$ cat src/ldb_pkg.sv
// package for the lcd power, duty and bias configuration block
// assumes an axi4-lite master with 32-bit data and one aligned word a register
package ldb_pkg;
   // register byte addresses
   localparam logic [3:0] LDB_PUMP_OFS = 4'h0;
   localparam logic [3:0] LDB_DUTY_OFS = 4'h4;
   localparam logic [3:0] LDB_FIRST_OFS = 4'h8;
   localparam logic [3:0] LDB_STAT_OFS = 4'hC;
   // reset values
   localparam logic [7:0] LDB_PUMP_RST = 8'h00;
   localparam logic [7:0] LDB_DUTY_RST = 8'h00;
   localparam logic [7:0] LDB_FIRST_RST = 8'h00;
   // writable bit masks
   localparam logic [7:0] LDB_PUMP_MASK = 8'h0B;
   localparam logic [7:0] LDB_DUTY_MASK = 8'hE7;
   localparam logic [7:0] LDB_FIRST_MASK = 8'hF7;
   // field positions
   localparam int LDB_SRC_BIT = 3;
   localparam int LDB_PVS_LSB = 0;
   localparam int LDB_CKD_LSB = 5;
   localparam int LDB_DTY_LSB = 1;
   localparam int LDB_BIAS_BIT = 0;
   localparam int LDB_TYPE_BIT = 6;
   localparam int LDB_CPS_LSB = 4;
   localparam int LDB_EN_BIT = 0;
   // axi responses
   localparam logic [1:0] LDB_RESP_OKAY = 2'h0;
   localparam logic [1:0] LDB_RESP_SLVERR = 2'h2;
   // pump clock divisor exponents, log2 of the divisor
   localparam logic [2:0] LDB_DIV_MAX_EXP = 3'h7;
   localparam logic [2:0] LDB_DIV_MIN_EXP = 3'h1;
   typedef enum logic [1:0] {
      LDB_DUTY_QUARTER,
      LDB_DUTY_SIXTH,
      LDB_DUTY_EIGHTH,
      LDB_DUTY_NONE
   } ldb_duty_t;
endpackage

$ cat src/ldb_reg8.sv
// one 8-bit control register with a write mask
// assumes synchronous reset release and a one-cycle write strobe
`timescale 1ns/10ps
`default_nettype none
module ldb_reg8
   import ldb_pkg::*;
#(
   parameter logic [7:0] RST_VAL = 8'h00,
   parameter logic [7:0] WR_MASK = 8'hFF
) (
   // clock and reset
   input wire logic clk_in,
   input wire logic rst_n_in,
   input wire logic ce_in,
   // write side
   input wire logic wr_in,
   input wire logic [7:0] wdata_in,
   output logic [7:0] q_out
);
   logic [7:0] q_reg;
   logic [7:0] q_next;
   // unimplemented positions keep zero
   assign q_next = wdata_in & WR_MASK;
   always_ff @(posedge clk_in or negedge rst_n_in) begin
      if (!rst_n_in) begin
         q_reg <= RST_VAL;
      end else if (ce_in && wr_in) begin
         q_reg <= q_next;
      end
   end
   assign q_out = q_reg;
endmodule
`default_nettype wire

$ cat src/ldb_com_rel.sv
// per common line release decode
// assumes duty code from the duty register
`timescale 1ns/10ps
`default_nettype none
module ldb_com_rel
   import ldb_pkg::*;
(
   input wire logic [1:0] duty_in,
   output logic [7:0] com_used_out,
   output logic [3:0] com_count_out
);
   genvar g;
   generate
      for (g = 0; g < 8; g++) begin : g_com
         assign com_used_out[g] = (duty_in == LDB_DUTY_QUARTER) ? (g < 4) :
            (duty_in == LDB_DUTY_SIXTH) ? (g < 6) :
            (duty_in == LDB_DUTY_EIGHTH);
      end
   endgenerate
   assign com_count_out = (duty_in == LDB_DUTY_QUARTER) ? 4'h4 :
      (duty_in == LDB_DUTY_SIXTH) ? 4'h6 :
      (duty_in == LDB_DUTY_EIGHTH) ? 4'h8 : 4'h0;
endmodule
`default_nettype wire

$ cat src/ldb_top.sv
// lcd power, duty and bias configuration with an axi4-lite slave
// assumes one master, one write and one read outstanding at a time
// Functional notes
// pump bits 7-4, duty bits 4-3 read zero
// pump bit 2 reads zero
// source bit picks supply pin or pump
// capacitive type or driver off kills pump
// voltage field selects pump output level
// three-bit field sets capacitive pump divisor
// duty field selects four, six, eight commons
// unused common pins are released
// bias bit: third or quarter, quarter resistive
// capacitive type enables capacitive pump
// third bias four levels, quarter five
// first register field picks capacitive source
// type bit: 0 resistive, 1 capacitive
// sleep keeps display off
// unimplemented bit writes have no effect
//
// Our own choices: the address map and the AXI4-Lite register port.
`timescale 1ns/10ps
`default_nettype none
module ldb_top
   import ldb_pkg::*;
(
   // clock, reset, enable
   input wire logic CLOCK_IN,
   input wire logic NRST_IN,
   input wire logic CE_IN,
   input wire logic SLEEP_IN,
   // axi write address and data
   input wire logic [3:0] AWADDR_IN,
   input wire logic AWVALID_IN,
   output logic AWREADY_OUT,
   input wire logic [31:0] WDATA_IN,
   input wire logic [3:0] WSTRB_IN,
   input wire logic WVALID_IN,
   output logic WREADY_OUT,
   // axi write response
   output logic [1:0] BRESP_OUT,
   output logic BVALID_OUT,
   input wire logic BREADY_IN,
   // axi read
   input wire logic [3:0] ARADDR_IN,
   input wire logic ARVALID_IN,
   output logic ARREADY_OUT,
   output logic [31:0] RDATA_OUT,
   output logic [1:0] RRESP_OUT,
   output logic RVALID_OUT,
   input wire logic RREADY_IN,
   // analogue and waveform controls
   output logic SUPPLY_PIN_SEL_OUT,
   output logic RES_PUMP_EN_OUT,
   output logic [1:0] PUMP_VOLT_OUT,
   output logic CAP_PUMP_EN_OUT,
   output logic [2:0] CAP_DIV_EXP_OUT,
   output logic [1:0] CAP_SRC_OUT,
   output logic [7:0] COM_USED_OUT,
   output logic [3:0] COM_COUNT_OUT,
   output logic QUARTER_BIAS_OUT,
   output logic [2:0] BIAS_LEVELS_OUT,
   output logic DISPLAY_ON_OUT
);
   logic rst_s1_reg;
   logic rst_n;
   always_ff @(posedge CLOCK_IN or negedge NRST_IN) begin
      if (!NRST_IN) begin
         rst_s1_reg <= 1'b0;
         rst_n <= 1'b0;
      end else begin
         rst_s1_reg <= 1'b1;
         rst_n <= rst_s1_reg;
      end
   end

   // write channel capture, either order
   logic aw_hold_reg;
   logic w_hold_reg;
   logic [3:0] awaddr_reg;
   logic [7:0] wbyte_reg;
   logic wstrb0_reg;
   logic bvalid_reg;
   logic [1:0] bresp_reg;
   logic awready_reg;
   logic wready_reg;
   logic arready_reg;
   // a beat moves only while ready is shown, never on valid alone
   wire aw_take = AWVALID_IN && awready_reg;
   wire w_take = WVALID_IN && wready_reg;
   wire wr_fire = aw_hold_reg && w_hold_reg && !bvalid_reg;
   wire wr_lane = wr_fire && wstrb0_reg;
   wire wr_pump = wr_lane && (awaddr_reg == LDB_PUMP_OFS);
   wire wr_duty = wr_lane && (awaddr_reg == LDB_DUTY_OFS);
   wire wr_first = wr_lane && (awaddr_reg == LDB_FIRST_OFS);
   wire wr_known = (awaddr_reg == LDB_PUMP_OFS) ||
      (awaddr_reg == LDB_DUTY_OFS) || (awaddr_reg == LDB_FIRST_OFS);

   always_ff @(posedge CLOCK_IN or negedge rst_n) begin
      if (!rst_n) begin
         aw_hold_reg <= 1'b0;
         awaddr_reg <= 4'h0;
      end else if (CE_IN) begin
         if (aw_take) begin
            aw_hold_reg <= 1'b1;
            awaddr_reg <= {AWADDR_IN[3:2], 2'b00};
         end else if (wr_fire) begin
            aw_hold_reg <= 1'b0;
         end
      end
   end

   always_ff @(posedge CLOCK_IN or negedge rst_n) begin
      if (!rst_n) begin
         w_hold_reg <= 1'b0;
         wbyte_reg <= 8'h00;
         wstrb0_reg <= 1'b0;
      end else if (CE_IN) begin
         if (w_take) begin
            w_hold_reg <= 1'b1;
            wbyte_reg <= WDATA_IN[7:0];
            wstrb0_reg <= WSTRB_IN[0];
         end else if (wr_fire) begin
            w_hold_reg <= 1'b0;
         end
      end
   end

   always_ff @(posedge CLOCK_IN or negedge rst_n) begin
      if (!rst_n) begin
         bvalid_reg <= 1'b0;
         bresp_reg <= LDB_RESP_OKAY;
      end else if (CE_IN) begin
         if (wr_fire) begin
            bvalid_reg <= 1'b1;
            bresp_reg <= wr_known ? LDB_RESP_OKAY : LDB_RESP_SLVERR;
         end else if (BREADY_IN) begin
            bvalid_reg <= 1'b0;
         end
      end
   end

   // control registers; masks keep unimplemented bits at zero
   logic [7:0] pump_q;
   logic [7:0] duty_q;
   logic [7:0] first_q;
   ldb_reg8 #(.RST_VAL(LDB_PUMP_RST), .WR_MASK(LDB_PUMP_MASK)) u_pump (
      .clk_in(CLOCK_IN),
      .rst_n_in(rst_n),
      .ce_in(CE_IN),
      .wr_in(wr_pump),
      .wdata_in(wbyte_reg),
      .q_out(pump_q)
   );
   ldb_reg8 #(.RST_VAL(LDB_DUTY_RST), .WR_MASK(LDB_DUTY_MASK)) u_duty (
      .clk_in(CLOCK_IN),
      .rst_n_in(rst_n),
      .ce_in(CE_IN),
      .wr_in(wr_duty),
      .wdata_in(wbyte_reg),
      .q_out(duty_q)
   );
   ldb_reg8 #(.RST_VAL(LDB_FIRST_RST), .WR_MASK(LDB_FIRST_MASK)) u_first (
      .clk_in(CLOCK_IN),
      .rst_n_in(rst_n),
      .ce_in(CE_IN),
      .wr_in(wr_first),
      .wdata_in(wbyte_reg),
      .q_out(first_q)
   );

   // decode of the configuration fields
   wire drive_power_source_sel = pump_q[LDB_SRC_BIT];
   wire [1:0] pump_voltage_sel = pump_q[LDB_PVS_LSB +: 2];
   wire [2:0] cap_pump_clock_div = duty_q[LDB_CKD_LSB +: 3];
   wire [1:0] duty_sel = duty_q[LDB_DTY_LSB +: 2];
   wire bias_sel = duty_q[LDB_BIAS_BIT];
   wire drive_type_sel = first_q[LDB_TYPE_BIT];
   wire [1:0] cap_power_source_sel = first_q[LDB_CPS_LSB +: 2];
   wire display_driver_on = first_q[LDB_EN_BIT];
   wire disp_on = display_driver_on && !SLEEP_IN;
   wire cap_type = drive_type_sel;
   wire res_pump = drive_power_source_sel && !cap_type &&
      display_driver_on;
   // codes 110 and 111 both give divide by two
   wire [2:0] div_exp = (cap_pump_clock_div >= 3'h6) ? LDB_DIV_MIN_EXP :
      LDB_DIV_MAX_EXP - cap_pump_clock_div;
   // quarter bias only counts for resistive drive
   wire quarter = bias_sel && !cap_type;
   wire [2:0] levels = quarter ? 3'h5 : 3'h4;
   // eighth duty is resistive only; capacitive falls back to sixth
   wire [1:0] duty_eff = (cap_type && duty_sel == LDB_DUTY_EIGHTH) ?
      LDB_DUTY_SIXTH : duty_sel;
   logic [7:0] com_used;
   logic [3:0] com_count;
   ldb_com_rel u_com (
      .duty_in(duty_eff),
      .com_used_out(com_used),
      .com_count_out(com_count)
   );

   always_ff @(posedge CLOCK_IN or negedge rst_n) begin
      if (!rst_n) begin
         SUPPLY_PIN_SEL_OUT <= 1'b1;
         RES_PUMP_EN_OUT <= 1'b0;
         PUMP_VOLT_OUT <= 2'h0;
         CAP_PUMP_EN_OUT <= 1'b0;
         CAP_DIV_EXP_OUT <= LDB_DIV_MAX_EXP;
         CAP_SRC_OUT <= 2'h0;
         COM_USED_OUT <= 8'h0F;
         COM_COUNT_OUT <= 4'h4;
         QUARTER_BIAS_OUT <= 1'b0;
         BIAS_LEVELS_OUT <= 3'h4;
         DISPLAY_ON_OUT <= 1'b0;
      end else if (CE_IN) begin
         SUPPLY_PIN_SEL_OUT <= !res_pump;
         RES_PUMP_EN_OUT <= res_pump;
         PUMP_VOLT_OUT <= pump_voltage_sel;
         CAP_PUMP_EN_OUT <= cap_type && display_driver_on;
         CAP_DIV_EXP_OUT <= div_exp;
         CAP_SRC_OUT <= cap_power_source_sel;
         COM_USED_OUT <= com_used;
         COM_COUNT_OUT <= com_count;
         QUARTER_BIAS_OUT <= quarter;
         BIAS_LEVELS_OUT <= levels;
         DISPLAY_ON_OUT <= disp_on;
      end
   end

   // read channel, one cycle after address taken
   logic rvalid_reg;
   logic [7:0] rbyte_reg;
   logic [1:0] rresp_reg;
   wire ar_take = ARVALID_IN && arready_reg;
   wire [3:0] raddr = {ARADDR_IN[3:2], 2'b00};
   wire [7:0] stat_byte = {RES_PUMP_EN_OUT, CAP_PUMP_EN_OUT,
      DISPLAY_ON_OUT, 1'b0, COM_COUNT_OUT};
   wire r_known = (raddr == LDB_PUMP_OFS) || (raddr == LDB_DUTY_OFS) ||
      (raddr == LDB_FIRST_OFS) || (raddr == LDB_STAT_OFS);
   wire [7:0] rsel = (raddr == LDB_PUMP_OFS) ? pump_q :
      (raddr == LDB_DUTY_OFS) ? duty_q :
      (raddr == LDB_FIRST_OFS) ? first_q :
      (raddr == LDB_STAT_OFS) ? stat_byte : 8'h00;
   always_ff @(posedge CLOCK_IN or negedge rst_n) begin
      if (!rst_n) begin
         rvalid_reg <= 1'b0;
         rbyte_reg <= 8'h00;
         rresp_reg <= LDB_RESP_OKAY;
      end else if (CE_IN) begin
         if (ar_take) begin
            rvalid_reg <= 1'b1;
            rbyte_reg <= rsel;
            rresp_reg <= r_known ? LDB_RESP_OKAY : LDB_RESP_SLVERR;
         end else if (RREADY_IN) begin
            rvalid_reg <= 1'b0;
         end
      end
   end

   // ready flags registered so outputs come from flip-flops
   always_ff @(posedge CLOCK_IN or negedge rst_n) begin
      if (!rst_n) begin
         awready_reg <= 1'b0;
         wready_reg <= 1'b0;
         arready_reg <= 1'b0;
      end else if (CE_IN) begin
         awready_reg <= !aw_hold_reg && !aw_take && !bvalid_reg && !wr_fire;
         wready_reg <= !w_hold_reg && !w_take && !bvalid_reg && !wr_fire;
         arready_reg <= !rvalid_reg && !ar_take;
      end
   end
   assign AWREADY_OUT = awready_reg;
   assign WREADY_OUT = wready_reg;
   assign ARREADY_OUT = arready_reg;
   assign BVALID_OUT = bvalid_reg;
   assign BRESP_OUT = bresp_reg;
   assign RVALID_OUT = rvalid_reg;
   assign RDATA_OUT = {24'h000000, rbyte_reg};
   assign RRESP_OUT = rresp_reg;
endmodule
`default_nettype wire

$ cat config.mk
export PLATFORM = sky130hd
export DESIGN_NAME = ldb_top
export DESIGN_NICKNAME = d
export VERILOG_FILES = /design/src/ldb_pkg.sv /design/src/ldb_reg8.sv /design/src/ldb_com_rel.sv /design/src/ldb_top.sv
export SDC_FILE = /design/constraint.sdc
export NUM_CORES = 1
export LEC_CHECK = 0
export BUFFER_PORTS_ARGS = -buffer_cell sky130_fd_sc_hd__buf_2
export CAP_MARGIN = 20
export CORE_ASPECT_RATIO = 1.75
export CORE_UTILIZATION = 51
export CTS_BUF_LIST = sky130_fd_sc_hd__clkbuf_16
export DETAILED_ROUTE_END_ITERATION = 6
export PLACE_DENSITY = 0.91
export RECOVER_POWER = 100
export SYNTH_ARGS = -nofsm -noshare
export SYNTH_HDL_FRONTEND = slang
export SYNTH_SLANG_ARGS = --single-unit
$ cat constraint.sdc
create_clock -name CLOCK_IN -period 3.6 [get_ports CLOCK_IN]
set_input_delay 0.18 -clock CLOCK_IN [delete_from_list [all_inputs] [get_ports CLOCK_IN]]
set_output_delay 0.18 -clock CLOCK_IN [all_outputs]
set_load 0.01 [all_outputs]
==> flow_metrics.env, run 1 <==
export IMPL_root_buffer="clkbuf_16"
export IMPL_relSlewSlack_pct=-5.048
export IMPL_synth_ff_type="dfrtp_1"
export IMPL_synth_top_family_by_area="multiplexers"
export IMPL_worstSkewPairLatency_ns=0.33
export IMPL_synth_xor_area_share_pct=0
export IMPL_cts_sinks=63
export IMPL_avgSynthCellArea_um2=12.41
export IMPL_vias_per_cell=4.881
export IMPL_post_drt_wl_per_cell_um=14.06
export IMPL_end_kind="register"
export IMPL_setup_ws_ns=1.431
export IMPL_grt_pass1_wl_mm=8.280
export IMPL_crit_fanout=8
export IMPL_firstDrtPassIters=4
export IMPL_die_width_um=58.81
export IMPL_drive_gt1_share_pct=27.80
export IMPL_cp_required_ns=3.81
export IMPL_cts_tree="done"
export IMPL_drtAntennaViolNets=0
export IMPL_synth_cells=232
export IMPL_syn_area_um2=2880
export IMPL_start_util_pct=53.91
export IMPL_synth_compound_area_share_pct=5.343
export IMPL_startpoint_type="register"
export IMPL_fmax_mhz=461.1
export IMPL_rsz0062_at_grt="false"
export IMPL_grt_max_degree=42
export IMPL_coreArea_um2=5343
export IMPL_gp_congestion=0.7791
export IMPL_fin_crit_sh_pct=60.24
export IMPL_whs_path_depth=2
export IMPL_r2r_start="BVALID_OUT"
export IMPL_fp_dieH_um=101.4
export IMPL_synthAdderAreaFrac_pct=1.303
export IMPL_hold_end="wbyte_reg[0]"
export IMPL_grt_pass1_vias=1768
export IMPL_pre_cts_slack_ns=1.566
export IMPL_portBuffers=60
export IMPL_failed_checks="capacitance limit, slew limit"
export IMPL_clock_path_buffers=2
export IMPL_async_flop_share_pct=100.0
export IMPL_layout_nets=346
export IMPL_htreeDepth=3
export IMPL_clk_pin_slew_ns=0.05
export IMPL_setup_violations=0
export IMPL_ir_worst_vdd_mv=0.4778
export IMPL_die_area_um2=5964
export IMPL_min_delay_start="WDATA_IN[0]"
export IMPL_cp_arrival_ns=2.37
export IMPL_period_needed_ns=2.169
export IMPL_syn_to_final_growth_pct=14.81
export IMPL_synth_seq_cells=63
export IMPL_finalClockSkew_ns=0.008099
export IMPL_muxShareOfSynthArea_pct=18.98
export IMPL_yosysSeqAreaShare_pct=55.00
export IMPL_ys_types=30
export IMPL_cellPowerDensity_nw_per_um2=798.1
export IMPL_vias=1801
export IMPL_yosysWarnings=0
export IMPL_p_leak_nw=1.594
export IMPL_timing_reg2reg_setup_slack_ns=1.43
export IMPL_tns_ns=0
export IMPL_rows=35
export IMPL_drv_slew=42
export IMPL_synthSimpleGateAreaFrac_pct=7.515
export IMPL_p_total_mw=2.639
export IMPL_dp_cells=352
export IMPL_antenna_cells=0
export IMPL_rr_worst_depth=3
export IMPL_grt_ovfl_total=0
export IMPL_drc_errors=0
export IMPL_grt_usage_pct=19.39
export IMPL_tightest_slew_ns=1.576
export IMPL_path_class="reg2reg"
export IMPL_antenna_found_initial=0
export IMPL_numCtsBuffers=9
export IMPL_rr_endpoint="u_duty.q_out[0]"
export IMPL_finalWirelength_mm=5.187
export IMPL_synth_edf_count=0
export IMPL_postCtsResizedCells=0
export IMPL_post_dp_cell_area_um2=3087
export IMPL_status="finished with violations"
export IMPL_hold_path_class="in2reg"
export IMPL_finalNonFillerCells=369
export IMPL_place_hpwl_mm=3.707
export IMPL_finalHoldViolCount=0
export IMPL_drt_iter0_drc=33
export IMPL_maxCapViolations=1
export IMPL_final_area_um2=3307
export IMPL_io_pins=121
-- kinds of logic (layout without fill, tap and decap cells) --
group                    Yosys count  in the layout
other                              2             30
flip-flops                        63             63
AO/OA/AOI/OAI                     25             25
multiplexers                      48             48
buffers and inverters             52             87
AND/OR/NAND/NOR                   39             39
adder cells (fa/ha/maj)            3              3
-- cells in the mapped netlist, types with 3 or more instances --
library cell,instances,share of area [%]
clkbuf_1,6,0.78
buf_4,37,9.6
inv_1,9,1.2
mux2i_1,4,1.4
dfrtp_1,57,50
ha_1,3,1.3
o21ai_0,11,1.9
nand3b_1,4,1.0
mux2_2,40,16
dfstp_2,6,5.5
a22oi_1,4,1.0
nand2_1,20,2.6
nor2_1,3,0.39
mux2_1,3,1.2
nand3_1,4,0.70
-- cells in the final DEF (no fill, tap or decap), drive strengths merged, types with 4 or more instances in the layout --
master   n
conb    30
o21ai   11
inv     11
clkbuf  47
a22oi    4
nand2   20
dfrtp   57
clkinv   4
mux2    43
dfstp    6
mux2i    4
nand3b   4
buf     23
nand3    4
-- layout make-up --
cell class	count	area (um^2)
tap	74	92.59
sequential	63	1584
multi-input combinational	145	1044
inverter	9	33.78
clock inverter	7	57.56
fill	452	2036
timing repair buffer	62	270.3
clock buffer	9	225.2
-- what timing repair did --
| action | in CTS | in global routing |
|---|---|---|
| buffers inserted | 0 | 0 |
| hold buffers | 1 | 0 |
| endpoints found under the hold margin | 2 | 0 |
-- metrics by stage --
step	hold WS, ns	util (%)
final	0.08805	61.90
after global routing	0.08099	61.90
after CTS	0.08122	63.26
after detailed placement	-0.03435	57.78
after global placement	-0.03568	57.78
after floorplan	-0.1156	-
-- worst max path at each step --
| stage | end | from |
|---|---|---|
| finish | u_duty.q_out[0] | BVALID_OUT |
| global route | u_duty.q_out[2] | CE_IN |
| CTS | u_first.q_out[7] | BVALID_OUT |
| detailed placement | u_first.q_out[2] | CE_IN |
| global placement | u_first.q_out[4] | CE_IN |
| floorplan | ARREADY_OUT | rst_n |
-- routing by layer --
layer / share of wire, % / vias up / GRT usage, %
met5: 0 / - / 0
met4: 3.7 / 0 / 13.00
met3: 5.2 / 13 / 4.981
met2: 54 / 69 / 32.87
met1: 37 / 873 / 20.69
li1: - / 846 / -
-- power breakdown --
group	internal [mW]	leakage [nW]	switching, mW	total (mW)
registers	0.989	0.797	0.227	1.22
clock network	0.524	0.151	0.287	0.812
logic	0.313	0.646	0.298	0.611
total	1.83	1.59	0.813	2.64
-- worst max-delay path: stages (launching register included) --
cell and delay (ns):
dfrtp_1 0.41, nand4b_1 0.35, nor3_1 0.86, mux2_2 0.42
Note: power is estimated with default switching activity, not from simulation.
==> inputs of run 2 (changes only) <==
--- a/config.mk
+++ b/config.mk
@@ -5,13 +5,14 @@
 export SDC_FILE = /design/constraint.sdc
 export NUM_CORES = 1
 export LEC_CHECK = 0
+export ABC_AREA = 1
 export BUFFER_PORTS_ARGS = -buffer_cell sky130_fd_sc_hd__buf_2
 export CAP_MARGIN = 20
 export CORE_ASPECT_RATIO = 1.75
-export CORE_UTILIZATION = 51
+export CORE_UTILIZATION = 48
 export CTS_BUF_LIST = sky130_fd_sc_hd__clkbuf_16
 export DETAILED_ROUTE_END_ITERATION = 6
-export PLACE_DENSITY = 0.91
+export PLACE_DENSITY = 0.87
 export RECOVER_POWER = 100
 export SYNTH_ARGS = -nofsm -noshare
 export SYNTH_HDL_FRONTEND = slang
==> constraint.sdc (replaced) <==
create_clock -name CLOCK_IN -period 2.1 [get_ports CLOCK_IN]
set_input_delay 0.105 -clock CLOCK_IN [delete_from_list [all_inputs] [get_ports CLOCK_IN]]
set_output_delay 0.105 -clock CLOCK_IN [all_outputs]
set_load 0.01 [all_outputs]
==> run 2 against run 1 <==
The run now ends clean. Register-to-register slack got worse by 0.87 ns. Critical path depth increased by 2. Combinational power increased by 60%. Non-clock buffer count increased by 3. Sequential power increased by 61%. Routed wire length increased by 16%. Sequential cell count unchanged. Critical endpoint is now rbyte_reg[5]. Largest cell class unchanged.
==> flow_metrics.env, run 2 <==
export IMPL_multi_input_area_um2=1055
export IMPL_utilization_pct=57.94
export IMPL_synth_ff_type="dfrtp_1"
export IMPL_ir_worst_vdd_mv=0.6523
export IMPL_final_area_um2=3433
export IMPL_synth_area_leader_cell="dfrtp_1"
export IMPL_maxCapViolations=0
export IMPL_drive_gt1_share_pct=12.47
export IMPL_period_needed_ns=1.536
export IMPL_p_leak_nw=1.846
export IMPL_mostFrequentLayoutCell="nand2_1"
export IMPL_fp_dieH_um=106.0
export IMPL_synth_seq_cells=63
export IMPL_gp_congestion=0.8789
export IMPL_crit_fanout=12
export IMPL_rows=37
export IMPL_layout_nets=460
export IMPL_clock_path_buffers=2
export IMPL_power_switching_mw=1.470
export IMPL_grt_pass1_wl_mm=9.873
export IMPL_fmax_mhz=651.0
export IMPL_yosysSeqAreaShare_pct=53.35
export IMPL_synth_edf_count=0
export IMPL_cellPowerDensity_nw_per_um2=1297
export IMPL_p_total_mw=4.451
export IMPL_cp_required_ns=2.32
export IMPL_post_dp_cell_area_um2=3193
export IMPL_path_class="reg2reg"
export IMPL_finalWirelength_mm=6.011
export IMPL_ys_top_cells_by_count="nand2_1 (132), dfrtp_1 (57), buf_4 (37), inv_1 (23), o21ai_0 (23)"
export IMPL_internal_power_mw=2.981
export IMPL_io_pins=121
export IMPL_root_buffer="clkbuf_16"
export IMPL_grt_max_degree=62
export IMPL_cts_tree="done"
export IMPL_avgSynthCellArea_um2=8.656
export IMPL_async_flop_share_pct=100.0
export IMPL_rsz0062_at_grt="false"
export IMPL_coreArea_um2=5926
export IMPL_grt_pass1_vias=2286
export IMPL_place_hpwl_mm=4.288
export IMPL_final_cell_mix="nand2_1 (132), dfrtp_1 (56), clkbuf_1 (40)"
export IMPL_antenna_cells=0
export IMPL_relSlewSlack_pct=51.56
export IMPL_portBuffers=60
export IMPL_grt_usage_pct=20.82
export IMPL_post_drt_wl_per_cell_um=12.34
export IMPL_drv_slew=0
export IMPL_ys_types=27
export IMPL_worstSkewPairLatency_ns=0.33
export IMPL_syn_area_um2=2969
export IMPL_synth_most_common_cell="nand2_1"
export IMPL_tns_ns=0
export IMPL_finalHoldViolCount=0
export IMPL_htreeDepth=3
export IMPL_power_frac_comb_pct=22.0
export IMPL_start_util_pct=50.11
export IMPL_finalClockSkew_ns=0.009158
export IMPL_vias_per_cell=4.836
export IMPL_die_area_um2=6516
export IMPL_hold_path_class="in2reg"
export IMPL_seq_area_um2=1585
export IMPL_sw_frac_of_total_pct=33.03
export IMPL_synth_cells=343
export IMPL_fin_crit_sh_pct=73.14
export IMPL_synth_top_cell_area_share_pct=48.04
export IMPL_post_cts_buffers=0
export IMPL_drtAntennaViolNets=0
export IMPL_p_seq_share_pct=44.1
export IMPL_end_kind="register"
export IMPL_antenna_found_initial=0
export IMPL_yosysWarnings=0
export IMPL_die_width_um=61.45
export IMPL_netlist_top_cells_area="dfrtp_1 (48%), nand2_1 (17%), buf_4 (9.4%), dfstp_2 (5.3%), o21ai_0 (3.9%)"
export IMPL_tightest_slew_ns=0.7267
export IMPL_clkPwrFrac_pct=33.8
export IMPL_grt_ovfl_total=0
export IMPL_drt_iter0_drc=80
export IMPL_clk_pin_slew_ns=0.05
export IMPL_cp_arrival_ns=1.75
export IMPL_nFillCells=543
export IMPL_cts_sinks=63
export IMPL_syn_to_final_growth_pct=15.63
export IMPL_firstDrtPassIters=5
export IMPL_vias=2355
export IMPL_numCtsBuffers=9
export IMPL_startpoint_type="register"
export IMPL_drc_errors=0
export IMPL_setup_violations=0
export IMPL_status="complete, no violations"
-- run 2: worst max-delay path, cell delays in order, from the launching register on --
cell and delay [ns]:
dfrtp_1 0.39, nand3_1 0.08, clkbuf_1 0.44, inv_1 0.30, nand2_1 0.15, nand2_1 0.06
-- run 2: cells by family after synthesis --
group	synth area share, %
AOI/OAI and AO/OA	6.069
adders and majority gates	1.264
buffers and inverters	13.53
DFF	53.35
other	0.2529
and+or+nand+nor	25.54
-- run 2: worst paths after layout --
| path | endpoint | cells past startpoint | startpoint | slack (ns) |
|---|---|---|---|---|
| max in group asynchronous | w_hold_reg | 1 | rst_n | 1.19 |
| max reg2reg | rbyte_reg[5] | 5 | ARREADY_OUT | 0.56 |
| min | wbyte_reg[5] | 3 | WDATA_IN[5] | 0.02 |
| min reg2reg | rst_n | 0 | rst_s1_reg | 0.36 |
| min in group asynchronous | rst_s1_reg | 2 | NRST_IN | 0.09 |
| max | rbyte_reg[5] | 5 | ARREADY_OUT | 0.56 |
-- run 2: layer usage --
metal / global-route usage [%] / vias up / routed length, um
met2: 36.18 / 86 / 3298
met4: 13.17 / 0 / 211
met3: 5.231 / 18 / 283
met5: 0 / - / 0
met1: 20.85 / 1106 / 2218
li1: - / 1145 / -
-- run 2: power by group through the flow --
| stage | Sequential, mW | Combinational (mW) | Clock [mW] |
|---|---|---|---|
| after floorplan | 1.99 | 0.706 | 0 |
| after global placement | 1.95 | 1.01 | 0 |
| after detailed placement | 1.98 | 1.05 | 0 |
| after CTS | 1.96 | 1.06 | 1.53 |
| after global routing | 2.01 | 1.13 | 1.57 |
| final | 1.97 | 0.980 | 1.51 |
-- run 2: through the flow --
| step | hold WS, ns | instances | setup slack (ns) |
|---|---|---|---|
| finish | 0.01639 | 487 | 0.5640 |
| CTS | 0.01397 | 487 | 0.6940 |
| global route | 0.04206 | 487 | 0.3635 |
| global placement | -0.1115 | 469 | 0.7847 |
| detailed placement | -0.1072 | 469 | 0.7112 |
| floorplan | -0.1906 | 371 | 0.2264 |
-- run 2: layout make-up --
cell class	instances	area share, %
clock buffers	9	6.560
well taps	78	2.843
inverters	26	2.879
multi-input cells	239	30.72
clock inverters	7	2.369
flip-flops and latches	63	46.17
repair buffers	65	8.455
-- run 2: repair_timing --
action / 4_1_cts / 5_1_grt
hold buffers: 2 / 0
resized for setup: 0 / 0
hold endpoints to repair: 3 / 0
==> inputs of run 3 (changes only) <==
--- a/config.mk
+++ b/config.mk
@@ -9,10 +9,10 @@
 export BUFFER_PORTS_ARGS = -buffer_cell sky130_fd_sc_hd__buf_2
 export CAP_MARGIN = 20
 export CORE_ASPECT_RATIO = 1.75
-export CORE_UTILIZATION = 48
+export CORE_UTILIZATION = 43
 export CTS_BUF_LIST = sky130_fd_sc_hd__clkbuf_16
 export DETAILED_ROUTE_END_ITERATION = 6
-export PLACE_DENSITY = 0.87
+export PLACE_DENSITY = 0.82
 export RECOVER_POWER = 100
 export SYNTH_ARGS = -nofsm -noshare
 export SYNTH_HDL_FRONTEND = slang
==> constraint.sdc (replaced) <==
create_clock -name CLOCK_IN -period 1.28 [get_ports CLOCK_IN]
set_input_delay 0.064 -clock CLOCK_IN [delete_from_list [all_inputs] [get_ports CLOCK_IN]]
set_output_delay 0.064 -clock CLOCK_IN [all_outputs]
set_load 0.01 [all_outputs]
==> run 3 against run 2 <==
First-iteration DRC count rose by 59%. Cell area rose by 5.0%. Clock power rose by 37%. Critical endpoint is now COM_USED_OUT[5].
==> flow_metrics.env, run 3 (synthesized netlist as in run 2, its figures left out) <==
export IMPL_die_width_um=64.82
export IMPL_dr_wl_met2_mm=3.345
export IMPL_r2r_start="u_duty.q_out[1]"
export IMPL_clock_path_buffers=2
export IMPL_setup_ws_ns=0.04535
export IMPL_sw_frac_of_total_pct=35.33
export IMPL_crit_top_cell="nand2_1"
export IMPL_coreArea_um2=6588
export IMPL_drt_iter0_drc=127
export IMPL_tns_ns=0
export IMPL_io_pins=121
export IMPL_path_class="reg2reg"
export IMPL_htreeDepth=3
export IMPL_fin_crit_sh_pct=96.46
export IMPL_drc_errors=0
export IMPL_pre_cts_slack_ns=0.01769
export IMPL_clk_pin_slew_ns=0.05
export IMPL_worstSkewPairLatency_ns=0.33
export IMPL_multi_input_area_um2=1107
export IMPL_grt_max_degree=62
export IMPL_whs_path_depth=3
export IMPL_cellPowerDensity_nw_per_um2=1990
export IMPL_rr_endpoint="COM_USED_OUT[5]"
export IMPL_p_seq_share_pct=45.7
export IMPL_tightest_slew_ns=0.7919
export IMPL_post_drt_wl_per_cell_um=12.37
export IMPL_rows=39
export IMPL_drv_slew=0
export IMPL_layout_nets=476
export IMPL_crit_fanout=4
export IMPL_hold_end="wbyte_reg[5]"
export IMPL_cp_slowest_stage_delay_ns=0.43
export IMPL_cts_tree="done"
export IMPL_maxCapViolations=0
export IMPL_grt_ovfl_total=0
export IMPL_relSlewSlack_pct=47.20
export IMPL_drive_gt1_share_pct=16.71
export IMPL_min_delay_start="WDATA_IN[5]"
export IMPL_rr_worst_depth=5
export IMPL_path_cells="o21ai_2, inv_1, ha_1, nand2_1, nand2_1"
export IMPL_power_frac_comb_pct=25.5
export IMPL_gp_congestion=0.9222
export IMPL_hold_path_class="in2reg"
export IMPL_firstDrtPassIters=4
export IMPL_dp_cells=478
export IMPL_wl_met3_um=314
export IMPL_grt_pass1_wl_mm=10.25
export IMPL_finalWirelength_mm=6.273
export IMPL_m1WireLength_mm=2.293
export IMPL_portBuffers=60
export IMPL_numCtsBuffers=9
export IMPL_vias=2430
export IMPL_cp_arrival_ns=1.45
export IMPL_fmax_mhz=809.9
export IMPL_crit_slowest_cell="dfrtp_1"
export IMPL_vias_per_cell=4.793
export IMPL_p_total_mw=7.176
export IMPL_rsz0062_at_grt="false"
export IMPL_grt_pass1_vias=2317
export IMPL_status="complete, no violations"
export IMPL_seq_area_um2=1585
export IMPL_timing_reg2reg_setup_slack_ns=0.05
export IMPL_fp_dieH_um=111.9
export IMPL_antenna_cells=0
export IMPL_setup_violations=0
export IMPL_die_area_um2=7254
export IMPL_mostFrequentLayoutCell="nand2_1"
export IMPL_end_kind="register"
export IMPL_cp_required_ns=1.50
export IMPL_clkPwrFrac_pct=28.9
export IMPL_internal_power_mw=4.641
export IMPL_p_leak_nw=1.920
export IMPL_start_util_pct=45.07
export IMPL_highest_layer="met4"
export IMPL_syn_to_final_growth_pct=21.45
export IMPL_period_needed_ns=1.235
export IMPL_final_cell_mix="nand2_1 (131), dfrtp_1 (56), clkbuf_1 (33)"
export IMPL_root_buffer="clkbuf_16"
export IMPL_grt_usage_pct=18.98
export IMPL_antenna_found_initial=0
export IMPL_startpoint_type="register"
export IMPL_power_switching_mw=2.535
export IMPL_drtAntennaViolNets=0
export IMPL_ir_worst_vdd_mv=0.9382
export IMPL_finalHoldViolCount=0
export IMPL_place_hpwl_mm=4.524
export IMPL_finalNonFillerCells=507
export IMPL_cts_sinks=63
export IMPL_finalClockSkew_ns=0.003447
export IMPL_nFillCells=642
run 3: worst max path at each step:
| stage | start | end |
|---|---|---|
| 4_1_cts | u_duty.q_out[1] | COM_USED_OUT[5] |
| 6_report | u_duty.q_out[1] | COM_USED_OUT[5] |
| 3_3_place_gp | u_duty.q_out[1] | COM_USED_OUT[5] |
| 5_1_grt | u_duty.q_out[1] | COM_USED_OUT[5] |
| 2_1_floorplan | u_first.q_out[6] | COM_USED_OUT[5] |
| 3_5_place_dp | u_duty.q_out[1] | COM_USED_OUT[5] |
run 3: worst max-delay path, delay by kind of cell, from the launching register on:
| family | cells | cell delay [ns] |
|---|---|---|
| flip-flops | 1 | 0.43 |
| adder cells (fa/ha/maj) | 1 | 0.29 |
| AO/OA/AOI/OAI | 1 | 0.19 |
| AND/OR/NAND/NOR | 2 | 0.13 |
| buffers and inverters | 1 | 0.09 |
run 3: layout make-up:
| class | count | share of cell area [%] |
|---|---|---|
| tap | 82 | 2.845 |
| multi-input combinational | 239 | 30.71 |
| timing repair buffer | 81 | 12.60 |
| clock buffer | 9 | 6.246 |
| inverter | 26 | 2.741 |
| sequential | 63 | 43.96 |
| clock inverter | 7 | 0.9022 |
run 3: through the flow:
step                instance area, um^2  hold slack [ns]  util, %
finish                             3606         0.004011    54.74
global route                       3606          0.01041    54.74
CTS                                3626        0.0007674    55.04
detailed placement                 3248          -0.1441    49.31
global placement                   3248          -0.1507    49.31
floorplan                          3075          -0.2316        -
run 3: power groups by stage:
stage          clock, mW  combinational, mW  sequential (mW)
2_1_floorplan          0               1.16             3.27
3_3_place_gp           0               1.75             3.21
3_5_place_dp           0               1.81             3.25
4_1_cts             2.12               1.85             3.23
5_1_grt             2.20               2.07             3.35
6_report            2.07               1.83             3.28
run 3: routing by layer:
| layer | up-vias | GRT usage (%) |
|---|---|---|
| li1 | 1171 | - |
| met1 | 1143 | 18.82 |
| met2 | 95 | 33.33 |
| met3 | 21 | 4.713 |
| met4 | 0 | 13.19 |
| met5 | - | 0 |
run 3: repair_timing:
action / 4_1_cts / 5_1_grt
resized for setup: 0 / 5
endpoints found under the setup margin: 0 / 9
hold buffers: 12 / 0
hold endpoints to repair: 13 / 0
setup buffers: 0 / 1
